`src/hdl/fop_cfg.svh`:
```
`ifndef FOP_CFG_SVH
`define FOP_CFG_SVH

// register offsets on the plain register port
`define FOP_OFS_STAT      3'h0
`define FOP_OFS_INDEX     3'h1
`define FOP_OFS_DATA      3'h2

// status register bit positions
`define FOP_BIT_DONE      7
`define FOP_BIT_ACC_ERR   5
`define FOP_BIT_PROT_ERR  4
`define FOP_BIT_VFY_HI    1
`define FOP_BIT_VFY_LO    0

// reset values
`define FOP_RST_DONE      1'b1
`define FOP_RST_INDEX     3'h0
`define FOP_RST_WORD      16'h0000

// command codes in the high byte of parameter word 0
`define FOP_CMD_READ_ONCE 8'h04
`define FOP_CMD_PROG_PHR  8'h06
`define FOP_CMD_PROG_ONCE 8'h07

// parameter index value required at launch
`define FOP_IX_READ_ONCE  3'h1
`define FOP_IX_PROG       3'h5

// once field geometry and parameter word layout
`define FOP_ONCE_MAX_PHR  16'h0007
`define FOP_PHR_BYTES     24'h000008
`define FOP_WORD_BYTES    24'h000002
`define FOP_W_DATA0       3'h2
`define FOP_WORDS_LAST    2'h3
`define FOP_ERASED_WORD   16'hffff
`define FOP_ALIGN_MASK    24'h000007

`endif

```
`src/hdl/fop_pkg.sv`:
```
`default_nettype none
package fop_pkg;

  typedef struct packed {
    logic        wr;
    logic        rd;
    logic [2:0]  addr;
    logic [15:0] wdata;
  } fop_bus_t;

  typedef struct packed {
    logic        req;
    logic        prog;
    logic        info;
    logic [23:0] addr;
    logic [15:0] wdata;
  } fop_freq_t;

  typedef struct packed {
    logic        ack;
    logic        err;
    logic        nce;
    logic [15:0] rdata;
  } fop_frsp_t;

  typedef enum logic [2:0] {
    FOP_IDLE  = 3'h0,
    FOP_CHECK = 3'h1,
    FOP_PRE   = 3'h3,
    FOP_PRG   = 3'h2,
    FOP_VFY   = 3'h6,
    FOP_RD    = 3'h7,
    FOP_DONE  = 3'h5
  } fop_state_t;

endpackage
`default_nettype wire

```
`src/hdl/fop_seq.sv`:
```
// Notes on behaviour
// - once field holds 64 bytes, eight phrases, in the information area.
// - read once is code 0x04; word 1 holds phrase index 0 to 7.
// - read once fetches the phrase into words 2 to 5, then sets completion.
// - program memory reads return invalid data after the check cycle until read once completes.
// - read once access error on wrong index, forbidden mode or bad phrase.
// - read once errors set verify status bits; never a protection error.
// - program phrase is code 0x06, address in words 0 and 1, data 2 to 5.
// - program phrase writes four words, reads them back, then completes.
// - program phrase access error on wrong index, mode or bad address.
// - program phrase protection error when address falls in protected range.
// - verify errors set high status bit, non-correctable ones the low bit.
// - program once is code 0x07, phrase index in word 1, data 2 to 5.
// - program once checks erased first, then programs and verifies.
// - a second program of a once phrase is refused with access error.
// - program once access error on wrong index, mode or bad phrase.
// - program memory reads return invalid data after the check cycle until program once completes.
`timescale 1ns/100ps
`default_nettype none
`include "fop_cfg.svh"
module fop_seq #(
  parameter logic [23:0] ONCE_BASE = 24'h000000,
  parameter logic [23:0] PF_LO     = 24'h000000,
  parameter logic [23:0] PF_HI     = 24'h03ffff
) (
  input  wire logic               mclk,
  input  wire logic               rst_n,
  input  wire fop_pkg::fop_bus_t  bus,
  output logic [15:0]             bus_rdata,
  input  wire logic               cmd_mode_ok,
  input  wire logic               prot_en,
  input  wire logic [17:0]        prot_lo,
  input  wire logic [17:0]        prot_hi,
  output fop_pkg::fop_freq_t      fa_req,
  input  wire fop_pkg::fop_frsp_t fa_rsp,
  output logic                    pf_read_invalid,
  output logic                    busy
);
  fop_pkg::fop_state_t state_r, state_nxt;
  logic        done_r, done_nxt;
  logic        acc_err_r, acc_err_nxt;
  logic        prot_err_r, prot_err_nxt;
  logic        mg1_r, mg1_nxt;
  logic        mg0_r, mg0_nxt;
  logic [2:0]  index_r, index_nxt;
  logic [15:0] w0_r, w0_nxt;
  logic [15:0] w1_r, w1_nxt;
  logic [1:0]  cnt_r, cnt_nxt;
  logic        wait_r, wait_nxt;
  logic [15:0] rdata_r, rdata_nxt;
  logic        rsel_data_r, rsel_data_nxt;

  logic        wr_stat;
  logic        wr_index;
  logic        wr_data;
  logic        launch;
  logic [7:0]  cmd;
  logic [23:0] gaddr;
  logic        addr_ok;
  logic        prot_hit;
  logic        phr_ok;
  logic        chk_acc;
  logic [23:0] once_addr;
  logic [23:0] word_ofs;
  logic        op_ack;
  logic        ram_we;
  logic [2:0]  ram_waddr;
  logic [15:0] ram_wdata;
  logic [2:0]  ram_raddr_b;
  logic [15:0] ram_rdata_a;
  logic [15:0] ram_rdata_b;
  logic        once_cmd;

  assign wr_stat  = bus.wr && (bus.addr == `FOP_OFS_STAT);
  assign wr_index = bus.wr && (bus.addr == `FOP_OFS_INDEX) && done_r;
  assign wr_data  = bus.wr && (bus.addr == `FOP_OFS_DATA) && done_r;
  // launch by writing one to the completion bit while idle and error free
  assign launch   = wr_stat && bus.wdata[`FOP_BIT_DONE] && done_r && !acc_err_r && !prot_err_r
                    && (state_r == fop_pkg::FOP_IDLE);

  assign cmd      = w0_r[15:8];
  assign gaddr    = {w0_r[7:0], w1_r};
  assign addr_ok  = (gaddr >= PF_LO) && (gaddr <= PF_HI)
                    && ((gaddr & `FOP_ALIGN_MASK) == 24'h000000);
  assign prot_hit = prot_en && (gaddr[17:0] >= prot_lo) && (gaddr[17:0] <= prot_hi);
  assign phr_ok   = (w1_r <= `FOP_ONCE_MAX_PHR);

  always_comb begin
    chk_acc = 1'b1;
    case (cmd)
      `FOP_CMD_READ_ONCE: chk_acc = (index_r != `FOP_IX_READ_ONCE) || !cmd_mode_ok || !phr_ok;
      `FOP_CMD_PROG_PHR:  chk_acc = (index_r != `FOP_IX_PROG) || !cmd_mode_ok || !addr_ok;
      `FOP_CMD_PROG_ONCE: chk_acc = (index_r != `FOP_IX_PROG) || !cmd_mode_ok || !phr_ok;
      default:            chk_acc = 1'b1;
    endcase
  end

  // once field: eight phrases of eight bytes above ONCE_BASE
  assign word_ofs  = {22'h000000, cnt_r} * `FOP_WORD_BYTES;
  assign once_addr = ONCE_BASE + (w1_r[2:0] * `FOP_PHR_BYTES) + word_ofs;

  assign once_cmd = (cmd == `FOP_CMD_READ_ONCE) || (cmd == `FOP_CMD_PROG_ONCE);
  assign busy     = !done_r;
  assign pf_read_invalid = busy && (state_r != fop_pkg::FOP_CHECK) && once_cmd;

  assign ram_raddr_b = `FOP_W_DATA0 + {1'b0, cnt_r};

  always_comb begin
    fa_req       = '0;
    fa_req.req   = !wait_r && ((state_r == fop_pkg::FOP_RD) || (state_r == fop_pkg::FOP_PRE)
                   || (state_r == fop_pkg::FOP_PRG) || (state_r == fop_pkg::FOP_VFY));
    fa_req.prog  = (state_r == fop_pkg::FOP_PRG);
    fa_req.info  = (cmd != `FOP_CMD_PROG_PHR);
    fa_req.addr  = (cmd == `FOP_CMD_PROG_PHR) ? (gaddr + word_ofs) : once_addr;
    fa_req.wdata = ram_rdata_b;
  end

  assign op_ack = fa_req.req && fa_rsp.ack;

  // parameter words: bus writes while idle, read once results while busy
  always_comb begin
    ram_we    = wr_data;
    ram_waddr = index_r;
    ram_wdata = bus.wdata;
    if ((state_r == fop_pkg::FOP_RD) && op_ack) begin
      ram_we    = 1'b1;
      ram_waddr = ram_raddr_b;
      ram_wdata = fa_rsp.rdata;
    end
  end

  fop_wram #(
    .W  (16),
    .D  (8),
    .AW (3)
  ) u_wram (
    .mclk    (mclk),
    .rst_n   (rst_n),
    .we      (ram_we),
    .waddr   (ram_waddr),
    .wdata   (ram_wdata),
    .raddr_a (index_r),
    .rdata_a (ram_rdata_a),
    .raddr_b (ram_raddr_b),
    .rdata_b (ram_rdata_b)
  );

  always_comb begin
    state_nxt     = state_r;
    done_nxt      = done_r;
    acc_err_nxt   = acc_err_r;
    prot_err_nxt  = prot_err_r;
    mg1_nxt       = mg1_r;
    mg0_nxt       = mg0_r;
    index_nxt     = index_r;
    w0_nxt        = w0_r;
    w1_nxt        = w1_r;
    cnt_nxt       = cnt_r;
    wait_nxt      = 1'b0;
    rdata_nxt     = 16'h0000;
    rsel_data_nxt = 1'b0;

    // software clears of the error flags; hardware sets below win
    if (wr_stat && bus.wdata[`FOP_BIT_ACC_ERR]) begin
      acc_err_nxt = 1'b0;
    end
    if (wr_stat && bus.wdata[`FOP_BIT_PROT_ERR]) begin
      prot_err_nxt = 1'b0;
    end
    if (wr_index) begin
      index_nxt = bus.wdata[2:0];
    end
    if (wr_data && (index_r == 3'h0)) begin
      w0_nxt = bus.wdata;
    end
    if (wr_data && (index_r == 3'h1)) begin
      w1_nxt = bus.wdata;
    end

    if (bus.rd) begin
      case (bus.addr)
        `FOP_OFS_STAT: begin
          rdata_nxt[`FOP_BIT_DONE]     = done_r;
          rdata_nxt[`FOP_BIT_ACC_ERR]  = acc_err_r;
          rdata_nxt[`FOP_BIT_PROT_ERR] = prot_err_r;
          rdata_nxt[`FOP_BIT_VFY_HI]   = mg1_r;
          rdata_nxt[`FOP_BIT_VFY_LO]   = mg0_r;
        end
        `FOP_OFS_INDEX: rdata_nxt = {13'h0000, index_r};
        `FOP_OFS_DATA:  rsel_data_nxt = 1'b1;
        default:        rdata_nxt = 16'h0000;
      endcase
    end

    case (state_r)
      fop_pkg::FOP_IDLE: begin
        if (launch) begin
          done_nxt  = 1'b0;
          mg1_nxt   = 1'b0;
          mg0_nxt   = 1'b0;
          state_nxt = fop_pkg::FOP_CHECK;
        end
      end
      fop_pkg::FOP_CHECK: begin
        cnt_nxt  = 2'h0;
        wait_nxt = 1'b1;
        if (chk_acc) begin
          acc_err_nxt = 1'b1;
          state_nxt  = fop_pkg::FOP_DONE;
        end else if ((cmd == `FOP_CMD_PROG_PHR) && prot_hit) begin
          prot_err_nxt = 1'b1;
          state_nxt  = fop_pkg::FOP_DONE;
        end else if (cmd == `FOP_CMD_READ_ONCE) begin
          state_nxt = fop_pkg::FOP_RD;
        end else if (cmd == `FOP_CMD_PROG_ONCE) begin
          state_nxt = fop_pkg::FOP_PRE;
        end else begin
          state_nxt = fop_pkg::FOP_PRG;
        end
      end
      fop_pkg::FOP_RD: begin
        if (op_ack) begin
          mg1_nxt  = mg1_r | fa_rsp.err | fa_rsp.nce;
          mg0_nxt  = mg0_r | fa_rsp.nce;
          cnt_nxt  = cnt_r + 2'h1;
          wait_nxt = 1'b1;
          if (cnt_r == `FOP_WORDS_LAST) begin
            state_nxt = fop_pkg::FOP_DONE;
          end
        end
      end
      fop_pkg::FOP_PRE: begin
        if (op_ack) begin
          cnt_nxt  = cnt_r + 2'h1;
          wait_nxt = 1'b1;
          if (fa_rsp.rdata != `FOP_ERASED_WORD) begin
            acc_err_nxt = 1'b1;
            state_nxt  = fop_pkg::FOP_DONE;
          end else if (cnt_r == `FOP_WORDS_LAST) begin
            state_nxt = fop_pkg::FOP_PRG;
          end
        end
      end
      fop_pkg::FOP_PRG: begin
        if (op_ack) begin
          cnt_nxt  = cnt_r + 2'h1;
          wait_nxt = 1'b1;
          if (cnt_r == `FOP_WORDS_LAST) begin
            state_nxt = fop_pkg::FOP_VFY;
          end
        end
      end
      fop_pkg::FOP_VFY: begin
        if (op_ack) begin
          mg1_nxt  = mg1_r | fa_rsp.err | fa_rsp.nce | (fa_rsp.rdata != ram_rdata_b);
          mg0_nxt  = mg0_r | fa_rsp.nce;
          cnt_nxt  = cnt_r + 2'h1;
          wait_nxt = 1'b1;
          if (cnt_r == `FOP_WORDS_LAST) begin
            state_nxt = fop_pkg::FOP_DONE;
          end
        end
      end
      fop_pkg::FOP_DONE: begin
        done_nxt  = 1'b1;
        state_nxt = fop_pkg::FOP_IDLE;
      end
      default: begin
        done_nxt  = 1'b1;
        state_nxt = fop_pkg::FOP_IDLE;
      end
    endcase
  end

  always_ff @(posedge mclk) begin
    if (!rst_n) begin
      state_r     <= fop_pkg::FOP_IDLE;
      done_r      <= `FOP_RST_DONE;
      acc_err_r   <= 1'b0;
      prot_err_r  <= 1'b0;
      mg1_r       <= 1'b0;
      mg0_r       <= 1'b0;
      index_r     <= `FOP_RST_INDEX;
      w0_r        <= `FOP_RST_WORD;
      w1_r        <= `FOP_RST_WORD;
      cnt_r       <= 2'h0;
      wait_r      <= 1'b0;
      rdata_r     <= 16'h0000;
      rsel_data_r <= 1'b0;
    end else begin
      state_r     <= state_nxt;
      done_r      <= done_nxt;
      acc_err_r   <= acc_err_nxt;
      prot_err_r  <= prot_err_nxt;
      mg1_r       <= mg1_nxt;
      mg0_r       <= mg0_nxt;
      index_r     <= index_nxt;
      w0_r        <= w0_nxt;
      w1_r        <= w1_nxt;
      cnt_r       <= cnt_nxt;
      wait_r      <= wait_nxt;
      rdata_r     <= rdata_nxt;
      rsel_data_r <= rsel_data_nxt;
    end
  end

  // read data stand only in the cycle after the strobe
  assign bus_rdata = rsel_data_r ? ram_rdata_a : rdata_r;

endmodule // fop_seq
`default_nettype wire

```
`src/hdl/fop_wram.sv`:
```
`timescale 1ns/100ps
`default_nettype none
module fop_wram #(
  parameter int W  = 16,
  parameter int D  = 8,
  parameter int AW = 3
) (
  input  wire logic          mclk,
  input  wire logic          rst_n,
  input  wire logic          we,
  input  wire logic [AW-1:0] waddr,
  input  wire logic [W-1:0]  wdata,
  input  wire logic [AW-1:0] raddr_a,
  output logic      [W-1:0]  rdata_a,
  input  wire logic [AW-1:0] raddr_b,
  output logic      [W-1:0]  rdata_b
);
  logic [W-1:0] mem [D];

  always_ff @(posedge mclk) begin
    if (!rst_n) begin
      rdata_a <= '0;
      rdata_b <= '0;
    end else begin
      rdata_a <= mem[raddr_a];
      rdata_b <= mem[raddr_b];
    end
    if (we) begin
      mem[waddr] <= wdata;
    end
  end
endmodule // fop_wram
`default_nettype wire

```
`config.mk`:
```
export PLATFORM = sky130hd
export DESIGN_NAME = fop_seq
export DESIGN_NICKNAME = d
export VERILOG_FILES = /design/src/hdl/fop_pkg.sv /design/src/hdl/fop_seq.sv /design/src/hdl/fop_wram.sv
export VERILOG_INCLUDE_DIRS = /design/src /design/src/hdl
export SDC_FILE = /design/constraint.sdc
export NUM_CORES = 1
export LEC_CHECK = 0
export ABC_AREA = 1
export CAP_MARGIN = 20
export CELL_PAD_IN_SITES_DETAIL_PLACEMENT = 0
export CELL_PAD_IN_SITES_GLOBAL_PLACEMENT = 1
export CORE_MARGIN = 2
export CORE_UTILIZATION = 52
export CTS_CLUSTER_DIAMETER = 100
export DETAILED_ROUTE_END_ITERATION = 8
export DONT_BUFFER_PORTS = 1
export PLACE_DENSITY = 0.91
export SYNTH_ARGS = -nofsm -noshare
export SYNTH_HDL_FRONTEND = slang
export SYNTH_SLANG_ARGS = --single-unit
```
`constraint.sdc`:
```
create_clock -name mclk -period 8 [get_ports mclk]
set_input_delay 1.2 -clock mclk [delete_from_list [all_inputs] [get_ports mclk]]
set_output_delay 1.2 -clock mclk [all_outputs]
set_load 0.01 [all_outputs]
```
## Yosys cells after proc, flatten, opt, wreduce, memory -nomap -nowiden

Memory sizes are Yosys's and may differ from the RTL's. A register that Yosys moved wholly into a read port is not among the register bits.
Cells that the tools add are included.
W data, S select, Z words.

| word-level totals | value |
|---|---|
| register bits after elaboration | 63 |
| bits in writable memories | 128 |
| input port bits | 80 |
| output and inout port bits | 61 |
| word-level logic and storage cells | 162 |
| memories | 1 |

Memories:

| name | depth | bits a word | read ports | clocked after Yosys merged registers in | write ports | RTL line | RTL |
|---|---|---|---|---|---|---|---|
| u_wram.mem | 8 | 16 | 2 | 2 | 1 | fop_wram.sv:18 | `logic [W-1:0] mem [D];` |

| operators by class | value |
|---|---|
| add/subtract/negate cells | 4 |
| $lt $le $gt $ge | 5 |
| equal/unequal tests | 28 |
| muxes and demuxes | 43 |
| bitwise gates (word level) | 5 |
| reductions and logical operators | 60 |

Operators with widths:

| operator | count |
|---|---|
| $mux W3 | 12 |
| $mux W16 | 2 |
| $add A24 B3 Y24 | 1 |
| $eq A8 B3 Y1 const B | 3 |
| $ge A24 B1 Y1 const B | 1 |
| $le A24 B18 Y1 const B | 1 |
| $logic_and A1 B1 Y1 | 24 |
| $logic_not A24 Y1 | 1 |
| $mux W24 | 1 |
| $ge A18 B18 Y1 | 1 |
| $le A18 B18 Y1 | 1 |
| $mux W1 | 18 |
| $le A16 B3 Y1 const B | 1 |
| $ne A16 B16 Y1 | 1 |
| $ne A16 B16 Y1 const B | 1 |
| $pmux W3 S5 | 1 |
| $ne A2 B1 Y1 const B | 5 |
| $eq A3 B1 Y1 const B | 3 |
| $eq A3 B2 Y1 const B | 3 |
| $logic_not A1 Y1 | 9 |
| $logic_not A3 Y1 | 3 |
| $logic_or A1 B1 Y1 | 9 |
| $ne A3 B1 Y1 const B | 3 |
| $reduce_and A3 Y1 | 3 |
| other kinds (22) | 37 |

## Logic depth before layout (Yosys ltp)

Gate-level depths: netlist of the first run.

| depth | value |
|---|---|
| depth after elaboration | 10 |
| gate-level depth with buffers | 17 |
| depth with buffers taken out | 17 |

## Modules after synthesis

Synthesis of the first run repeated with hierarchy kept, for this count alone.

| second synthesis, totals | value |
|---|---|
| cells, all modules | 1648 |
| area total of the unflattened synthesis | 12223.0 µm² |

Modules (own cells, without submodules):

| module | instances | cells each | area an instance (µm²) |
|---|---|---|---|
| fop_wram | 1 | 902 | 7692.4 |
| fop_seq | 1 | 746 | 4530.6 |

## Least setup slack after synthesis of the first run

OpenSTA, ideal clock, no wires.

| path | value |
|---|---|
| kind | register to output |
| from | reg cnt_r[1] |
| to | out fa_req[35] (netlist bit) |
| arrival time | 2.312 ns |
| slack | 4.488 ns |
| stages on the path, launching flop included | 13 |
| buffers on the path | 1 |
| cell sequence | dfxtp_1 -> inv_1 -> buf_1 -> fa_1 -> nor3_4 -> nand3_2 -> nor3_2 -> nand3_1 -> nor2_2 -> nand2_2 -> nor2_4 -> nand3_1 -> and3_1 |

RTL lines:

| element | RTL line | RTL |
|---|---|---|
| from (decl) | fop_seq.sv:48 | `logic [1:0] cnt_r, cnt_nxt;` |
| from (signal assigned) | fop_seq.sv:300 | `cnt_r <= cnt_nxt;` |
| to (decl) | fop_seq.sv:34 | `output fop_pkg::fop_freq_t fa_req,` |

==> results of run 1 <==
[Yosys cell counts (12+ instances only)]
| cell | count | share of area [%] |
|---|---|---|
| a21oi_1 | 110 | 5.1 |
| inv_2 | 13 | 0.45 |
| nand3_1 | 35 | 1.6 |
| edfxtp_1 | 128 | 36 |
| o21ai_0 | 117 | 5.5 |
| o221ai_1 | 16 | 1.3 |
| ha_1 | 39 | 4.5 |
| dfxtp_1 | 85 | 16 |
| clkbuf_1 | 42 | 1.5 |
| inv_1 | 179 | 6.3 |
| nand2_1 | 214 | 7.5 |
| nor2_1 | 102 | 3.6 |
| nor3_1 | 26 | 1.2 |
| o21ai_1 | 19 | 0.89 |
| a31oi_1 | 16 | 0.93 |
| xor2_1 | 12 | 0.98 |
| o211ai_1 | 18 | 1.3 |
| nand4_1 | 15 | 0.87 |
[layout make-up]
cell class | count | share of cell area (%)
multi-input combinational | 792 | 36.6
clock inverter | 12 | 0.697
clock buffer | 28 | 5.08
inverter | 193 | 6.21
sequential | 213 | 47.5
tap | 270 | 2.89
timing repair buffer | 14 | 0.997
[kinds of logic after synthesis]
group | count (synthesis) | synth area share, %
muxes | 6 | 0.629
buffers and inverters | 248 | 8.77
and+or+nand+nor | 415 | 16.6
DFF | 213 | 51.6
adders and majority gates | 40 | 4.73
xor gates and xnor gates | 13 | 1.06
AOI/OAI and AO/OA | 318 | 16.6
[power breakdown]
group	switching, mW	internal, mW	total [mW]
Sequential	0.0250	1.19	1.22
Clock	0.434	0.529	0.963
Combinational	0.146	0.0642	0.210
Total	0.605	1.79	2.39
[registers in the layout, indices dropped and copies added (netlist names)]
| register | cells |
|---|---|
| rsel_data_r | 1 |
| mg0_r | 1 |
| w0_r | 16 |
| done_r | 1 |
| acc_err_r | 1 |
| wait_r | 1 |
| state_r | 3 |
| u_wram.rdata_a | 16 |
| mg1_r | 1 |
| prot_err_r | 1 |
| w1_r | 16 |
| cnt_r | 2 |
| rdata_r | 6 |
| u_wram.mem | 128 |
| index_r | 3 |
| u_wram.rdata_b | 16 |
[through the flow]
stage	hold WS [ns]	cells	instance area (µm²)	setup WS (ns)
5_1_grt	0.485	1522	11700	3.37
2_1_floorplan	0.427	1253	10700	4.49
3_3_place_gp	0.446	1480	11000	4.24
3_5_place_dp	0.453	1481	11000	4.15
6_report	0.465	1522	11700	3.59
4_1_cts	0.462	1521	11700	3.60
[per-layer routing]
metal | GRT usage, % | vias up
met3 | 7.44 | 62
li1 | - | 4224
met2 | 43.6 | 445
met1 | 37.6 | 4128
met4 | 8.17 | 2
met5 | 0 | -
[worst max-delay path, cell delays in order, from the launching register on]
cell and delay (ns):
dfxtp_1 0.31, buf_4 0.37, ha_1 0.24, inv_1 0.06, fa_1 0.45, nor3_4 0.25, nand3_2 0.15, nor3_2 0.17
nand3_1 0.11, nor2_2 0.14, nand2_2 0.10, nor2_4 0.09, nand3_1 0.06, and3_1 0.19
[path summary, 6_finish.rpt]
check / from / cells past startpoint / endpoint
min: w0_r[11] / 2 / w0_r[11]
max: cnt_r[0] / 13 / fa_req[35]
min reg2reg: w0_r[11] / 2 / w0_r[11]
max reg2reg: index_r[0] / 7 / w0_r[12]
==> results.cfg, run 1 <==
[route]
dr_wl_met3_um = 3570
drt-vias-per-instance = 5.82
drt-total-wl_um = 30500
wl_met1_um = 12300
firstDrtPassIters = 6
wl_met2_um = 13700
top_layer = met5
via_count = 8861
wl_per_cell_um = 20.0
drc = 0
antenna_left = 0
drt_iter0_drc = 992

[timing]
fmax_ghz = 0.227
period_needed_ns = 4.41
slew_viol_final = 0
period_share_pct = 55.1
final.setup.tns_ns = 0
rsz0062_at_grt = no
worstMarginPinSlew_ns = 1.10
fin_skew_ns = 0.0167
hold_viol = 0
slew_headroom_pct = 26.8
finalSetupViolations = 0

[status]
status = finished, final reports clean

[global_route]
overflow = 0
grt_pass1_wl_um = 46600
track_usage_pct = 27.6
grt_pass1_vias = 8373
grt_max_degree = 57
antenna_found_initial = 1

[cts]
cts_sinks = 213
worstSkewPairLatency_ns = 0.53
htreeDepth = 1
hold_buffers = 0
cts_setup_buffers = 0
cts_max_path_buffers = 3
root_buffer = clkbuf_16
clk_pin_slew_ns = 0.06
cts_resized = 0
cts_buffers = 22
cts_tree = built

[power]
powerDensity_nw_per_um2 = 205
power.total_mw = 2.39
irDropWorstVdd_mv = 0.171
power_leakage_nw = 4.67

[synth]
synth_cells = 1253
seq_area_frac_synth_pct = 51.6
avgSynthCellArea_um2 = 8.57
ys_ff_latch = 213
async_flop_share_pct = 0
yosysWarnings = 0
synth.distinct_cells = 44
syn_nets = 1373
synth_edf_count = 128
syn_area_um2 = 10700
dominantRegCellSynth = edfxtp_1

[floorplan]
dieArea_um2 = 21800
rows = 52
dieHeight_um = 148
start_util_pct = 53.1
die_w_um = 148
coreArea_um2 = 20200
io_pins = 141

[worst_setup_path]
crit_fanout = 38
arrival_ns = 3.21
critical_path.endpoint_type = primary output
crit_required_ns = 6.80
rrSetupSlack_ns = 4.66
cp-start-kind = flip-flop
path_class = reg2out

[place]
portBuffers = 0
gp_congestion = 0.913
post-dp-hpwl_um = 21400

[final_layout]
multi_input_area_um2 = 4270
final_cell_mix = nand2_1, inv_1, edfxtp_1
antenna_cells = 0
final_common_cell = nand2_1
finalNetCount = 1356
final.fill_count = 1870
regArea_um2 = 5550
areaGrowthSynthToFinish_pct = 8.64
final_layout_size_suffix_gt1_share_pct = 7.27
post-route-util_pct = 57.7

[job]
cap_violations = 0

[hold_path]
hp-class = reg2reg
Power figures use the tool's default switching activity.
==> inputs of run 2 (changes only) <==
--- a/config.mk
+++ b/config.mk
@@ -6,16 +6,16 @@
 export SDC_FILE = /design/constraint.sdc
 export NUM_CORES = 1
 export LEC_CHECK = 0
-export ABC_AREA = 1
+export ABC_AREA = 0
 export CAP_MARGIN = 20
 export CELL_PAD_IN_SITES_DETAIL_PLACEMENT = 0
 export CELL_PAD_IN_SITES_GLOBAL_PLACEMENT = 1
 export CORE_MARGIN = 2
-export CORE_UTILIZATION = 52
+export CORE_UTILIZATION = 47
 export CTS_CLUSTER_DIAMETER = 100
 export DETAILED_ROUTE_END_ITERATION = 8
 export DONT_BUFFER_PORTS = 1
-export PLACE_DENSITY = 0.91
+export PLACE_DENSITY = 0.83
 export SYNTH_ARGS = -nofsm -noshare
 export SYNTH_HDL_FRONTEND = slang
 export SYNTH_SLANG_ARGS = --single-unit
==> constraint.sdc (replaced) <==
create_clock -name mclk -period 3.9 [get_ports mclk]
set_input_delay 0.585 -clock mclk [delete_from_list [all_inputs] [get_ports mclk]]
set_output_delay 0.585 -clock mclk [all_outputs]
set_load 0.01 [all_outputs]
==> run 2 against run 1 <==
Sequential power up 100%; worst hold slack got worse by 0.26 ns; worst setup slack lost 3.5 ns; first-iteration DRC count down 48%; synthesized cell count fell by 32%; critical endpoint unchanged; cell area down 0.66%; via count shrank 25%; combinational power grew 24%; non-clock buffer count increased by 11; synthesized area down 2.9%; global-route usage is 4.8 points lower.
==> results.cfg, run 2 <==
[status]
status = finished, final reports clean

[synth]
seq_area_frac_synth_pct = 53.2
synth.distinct_cells = 54
synth.most_common_cell = edfxtp_1
syn_area_um2 = 10400
avgSynthCellArea_um2 = 12.3
ys_ff_latch = 213
synth_cells = 846
yosys-top-cells-count = edfxtp_1, dfxtp_1, nand2_1
dominantRegCellSynth = edfxtp_1
synth_top_area_share_pct = 36.8
synth_edf_count = 128
syn_nets = 966
async_flop_share_pct = 0
synth_top_area_cell = edfxtp_1
yosys-top-cells-area = edfxtp_1, dfxtp_1, mux4_2
yosysWarnings = 0

[timing]
slew_viol_final = 0
fin_skew_ns = 0.00777
period_needed_ns = 3.78
fmax_ghz = 0.265
hold_viol = 0
slew_headroom_pct = 28.3
fin_ws_ns = 0.120
worstMarginPinSlew_ns = 1.07
final.setup.tns_ns = 0
rsz0062_at_grt = no
period_share_pct = 96.9
finalSetupViolations = 0

[power]
power_leakage_nw = 4.18
p_seq_share_pct = 49.5
power.total_mw = 4.97
p_clk_share_pct = 45.2
powerDensity_nw_per_um2 = 429
irDropWorstVdd_mv = 0.392
intPower_mw = 3.92
switching_share_pct = 21.2
p_comb_share_pct = 5.3
switchingPower_mw = 1.05

[worst_setup_path]
cp-start-kind = flip-flop
worstSetupEndpoint = fa_req[35]
crit_required_ns = 3.31
worstReg2RegEnd = u_wram.mem[0][10]
ff2ff_path_depth = 7
critical_path.endpoint_type = primary output
r2r_start = state_r[1]
crit_fanout = 8
crit_start = w1_r[1]
rrSetupSlack_ns = 1.19
arrival_ns = 3.20
path_class = reg2out

[final_layout]
finalNetCount = 973
final_cell_mix = edfxtp_1, dfxtp_1, nand2_1
stdcell_count = 1149
fin_area_um2 = 11600
top_register = u_wram.mem
final_common_cell = edfxtp_1
areaGrowthSynthToFinish_pct = 11.1
largest_reg_flops = 128
antenna_cells = 0
final_layout_size_suffix_gt1_share_pct = 16.7

[global_route]
grt_pass1_wl_um = 40900
antenna_found_initial = 0
grt_max_degree = 81
overflow = 0
grt_pass1_vias = 6734
track_usage_pct = 22.8

[route]
antenna_left = 0
drt-vias-per-instance = 5.80
drt-total-wl_um = 26800
drt_iter0_drc = 517
wl_per_cell_um = 23.3
drc = 0
firstDrtPassIters = 5
via_count = 6663

[cts]
cts_tree = built
worstSkewPairLatency_ns = 0.50
htreeDepth = 1
cts_buffers = 22
cts_max_path_buffers = 3
cts_sinks = 213
clk_pin_slew_ns = 0.06
root_buffer = clkbuf_16

[place]
placedCellCount = 1107
place_ws_ns = 0.423
dpl_cell_area_um2 = 10800
gp_congestion = 0.837
post-dp-hpwl_um = 18700
portBuffers = 0

[floorplan]
rows = 54
start_util_pct = 47.8
die_w_um = 153
coreArea_um2 = 21800
io_pins = 141
dieHeight_um = 153
dieArea_um2 = 23400

[job]
cap_violations = 0

[hold_path]
hp-class = in2reg
[run 2: cell types whose count changed after synthesis, sizes merged, moves of 38 or more]
cell   change
a21oi     -76
nor2      -62
nor2b     +47
nand2    -155
inv      -145
mux4      +48
mux2i     +38
o21ai    -119
[run 2: repair_timing]
item                       CTS  global route
pin swaps                    0             1
buffers inserted             0             2
hold buffers                 0             0
gates resized for setup      1             4
setup endpoints to repair    3             3
[run 2: per-stage QoR]
step	util, %	hold WS (ns)
CTS	53.0	0.195
detailed placement	49.4	0.485
global route	53.1	0.195
floorplan	-	0.436
finish	53.1	0.200
global placement	49.4	0.478
[run 2: final cells by class]
type | count | area [µm²]
fill | 1846 | 10200
tap | 280 | 350
multi-input combinational | 543 | 4540
clock inverter | 12 | 166
inverter | 48 | 180
clock buffer | 28 | 614
timing repair buffer | 25 | 188
sequential | 213 | 5550
[run 2: per-layer routing]
| metal | wire [µm] | track usage, % | share of wire (%) |
|---|---|---|---|
| met2 | 13200 | 38.4 | 49 |
| met5 | 0 | 0 | 0 |
| met3 | 2190 | 5.90 | 8.2 |
| met4 | 593 | 5.95 | 2.2 |
| met1 | 10800 | 29.5 | 40 |
[run 2: power by group through the flow]
stage	combinational [mW]	clock [mW]	sequential, mW
floorplan	0.236	0	2.48
global placement	0.259	0	2.51
detailed placement	0.261	0	2.51
CTS	0.263	2.27	2.46
global route	0.291	2.37	2.46
finish	0.261	2.25	2.46
[run 2: worst min path at each step]
| stage | from | end | slack (ns) | cells past startpoint |
|---|---|---|---|---|
| final | bus[16] | rdata_r[2] | 0.20 | 2 |
| after global routing | bus[16] | rdata_r[2] | 0.19 | 2 |
| after CTS | bus[16] | rdata_r[2] | 0.19 | 2 |
| after detailed placement | mg0_r | mg0_r | 0.48 | 2 |
| after global placement | acc_err_r | acc_err_r | 0.48 | 2 |
| after floorplan | mg0_r | mg0_r | 0.44 | 2 |
[run 2: cell families (layout without fill, tap and decap cells)]
group                    after synthesis  after routing  synth area share [%]
AND/OR/NAND/NOR                      270            270                  13.6
flip-flops                           213            213                  53.2
XOR/XNOR                              33             33                  2.77
AO/OA/AOI/OAI                         91             91                  5.72
buffers and inverters                 90            113                  3.43
multiplexers                         109            109                  16.5
adder cells (fa/ha/maj)               40             40                  4.87
[run 2: critical path, stage by stage, from the launching register on]
cell	delay, ns
dfxtp_4	0.38
ha_1	0.18
inv_1	0.06
fa_1	0.40
and3b_2	0.30
nand3_2	0.13
or4_4	0.59
or3_1	0.33
a21oi_1	0.16
buf_4	0.17
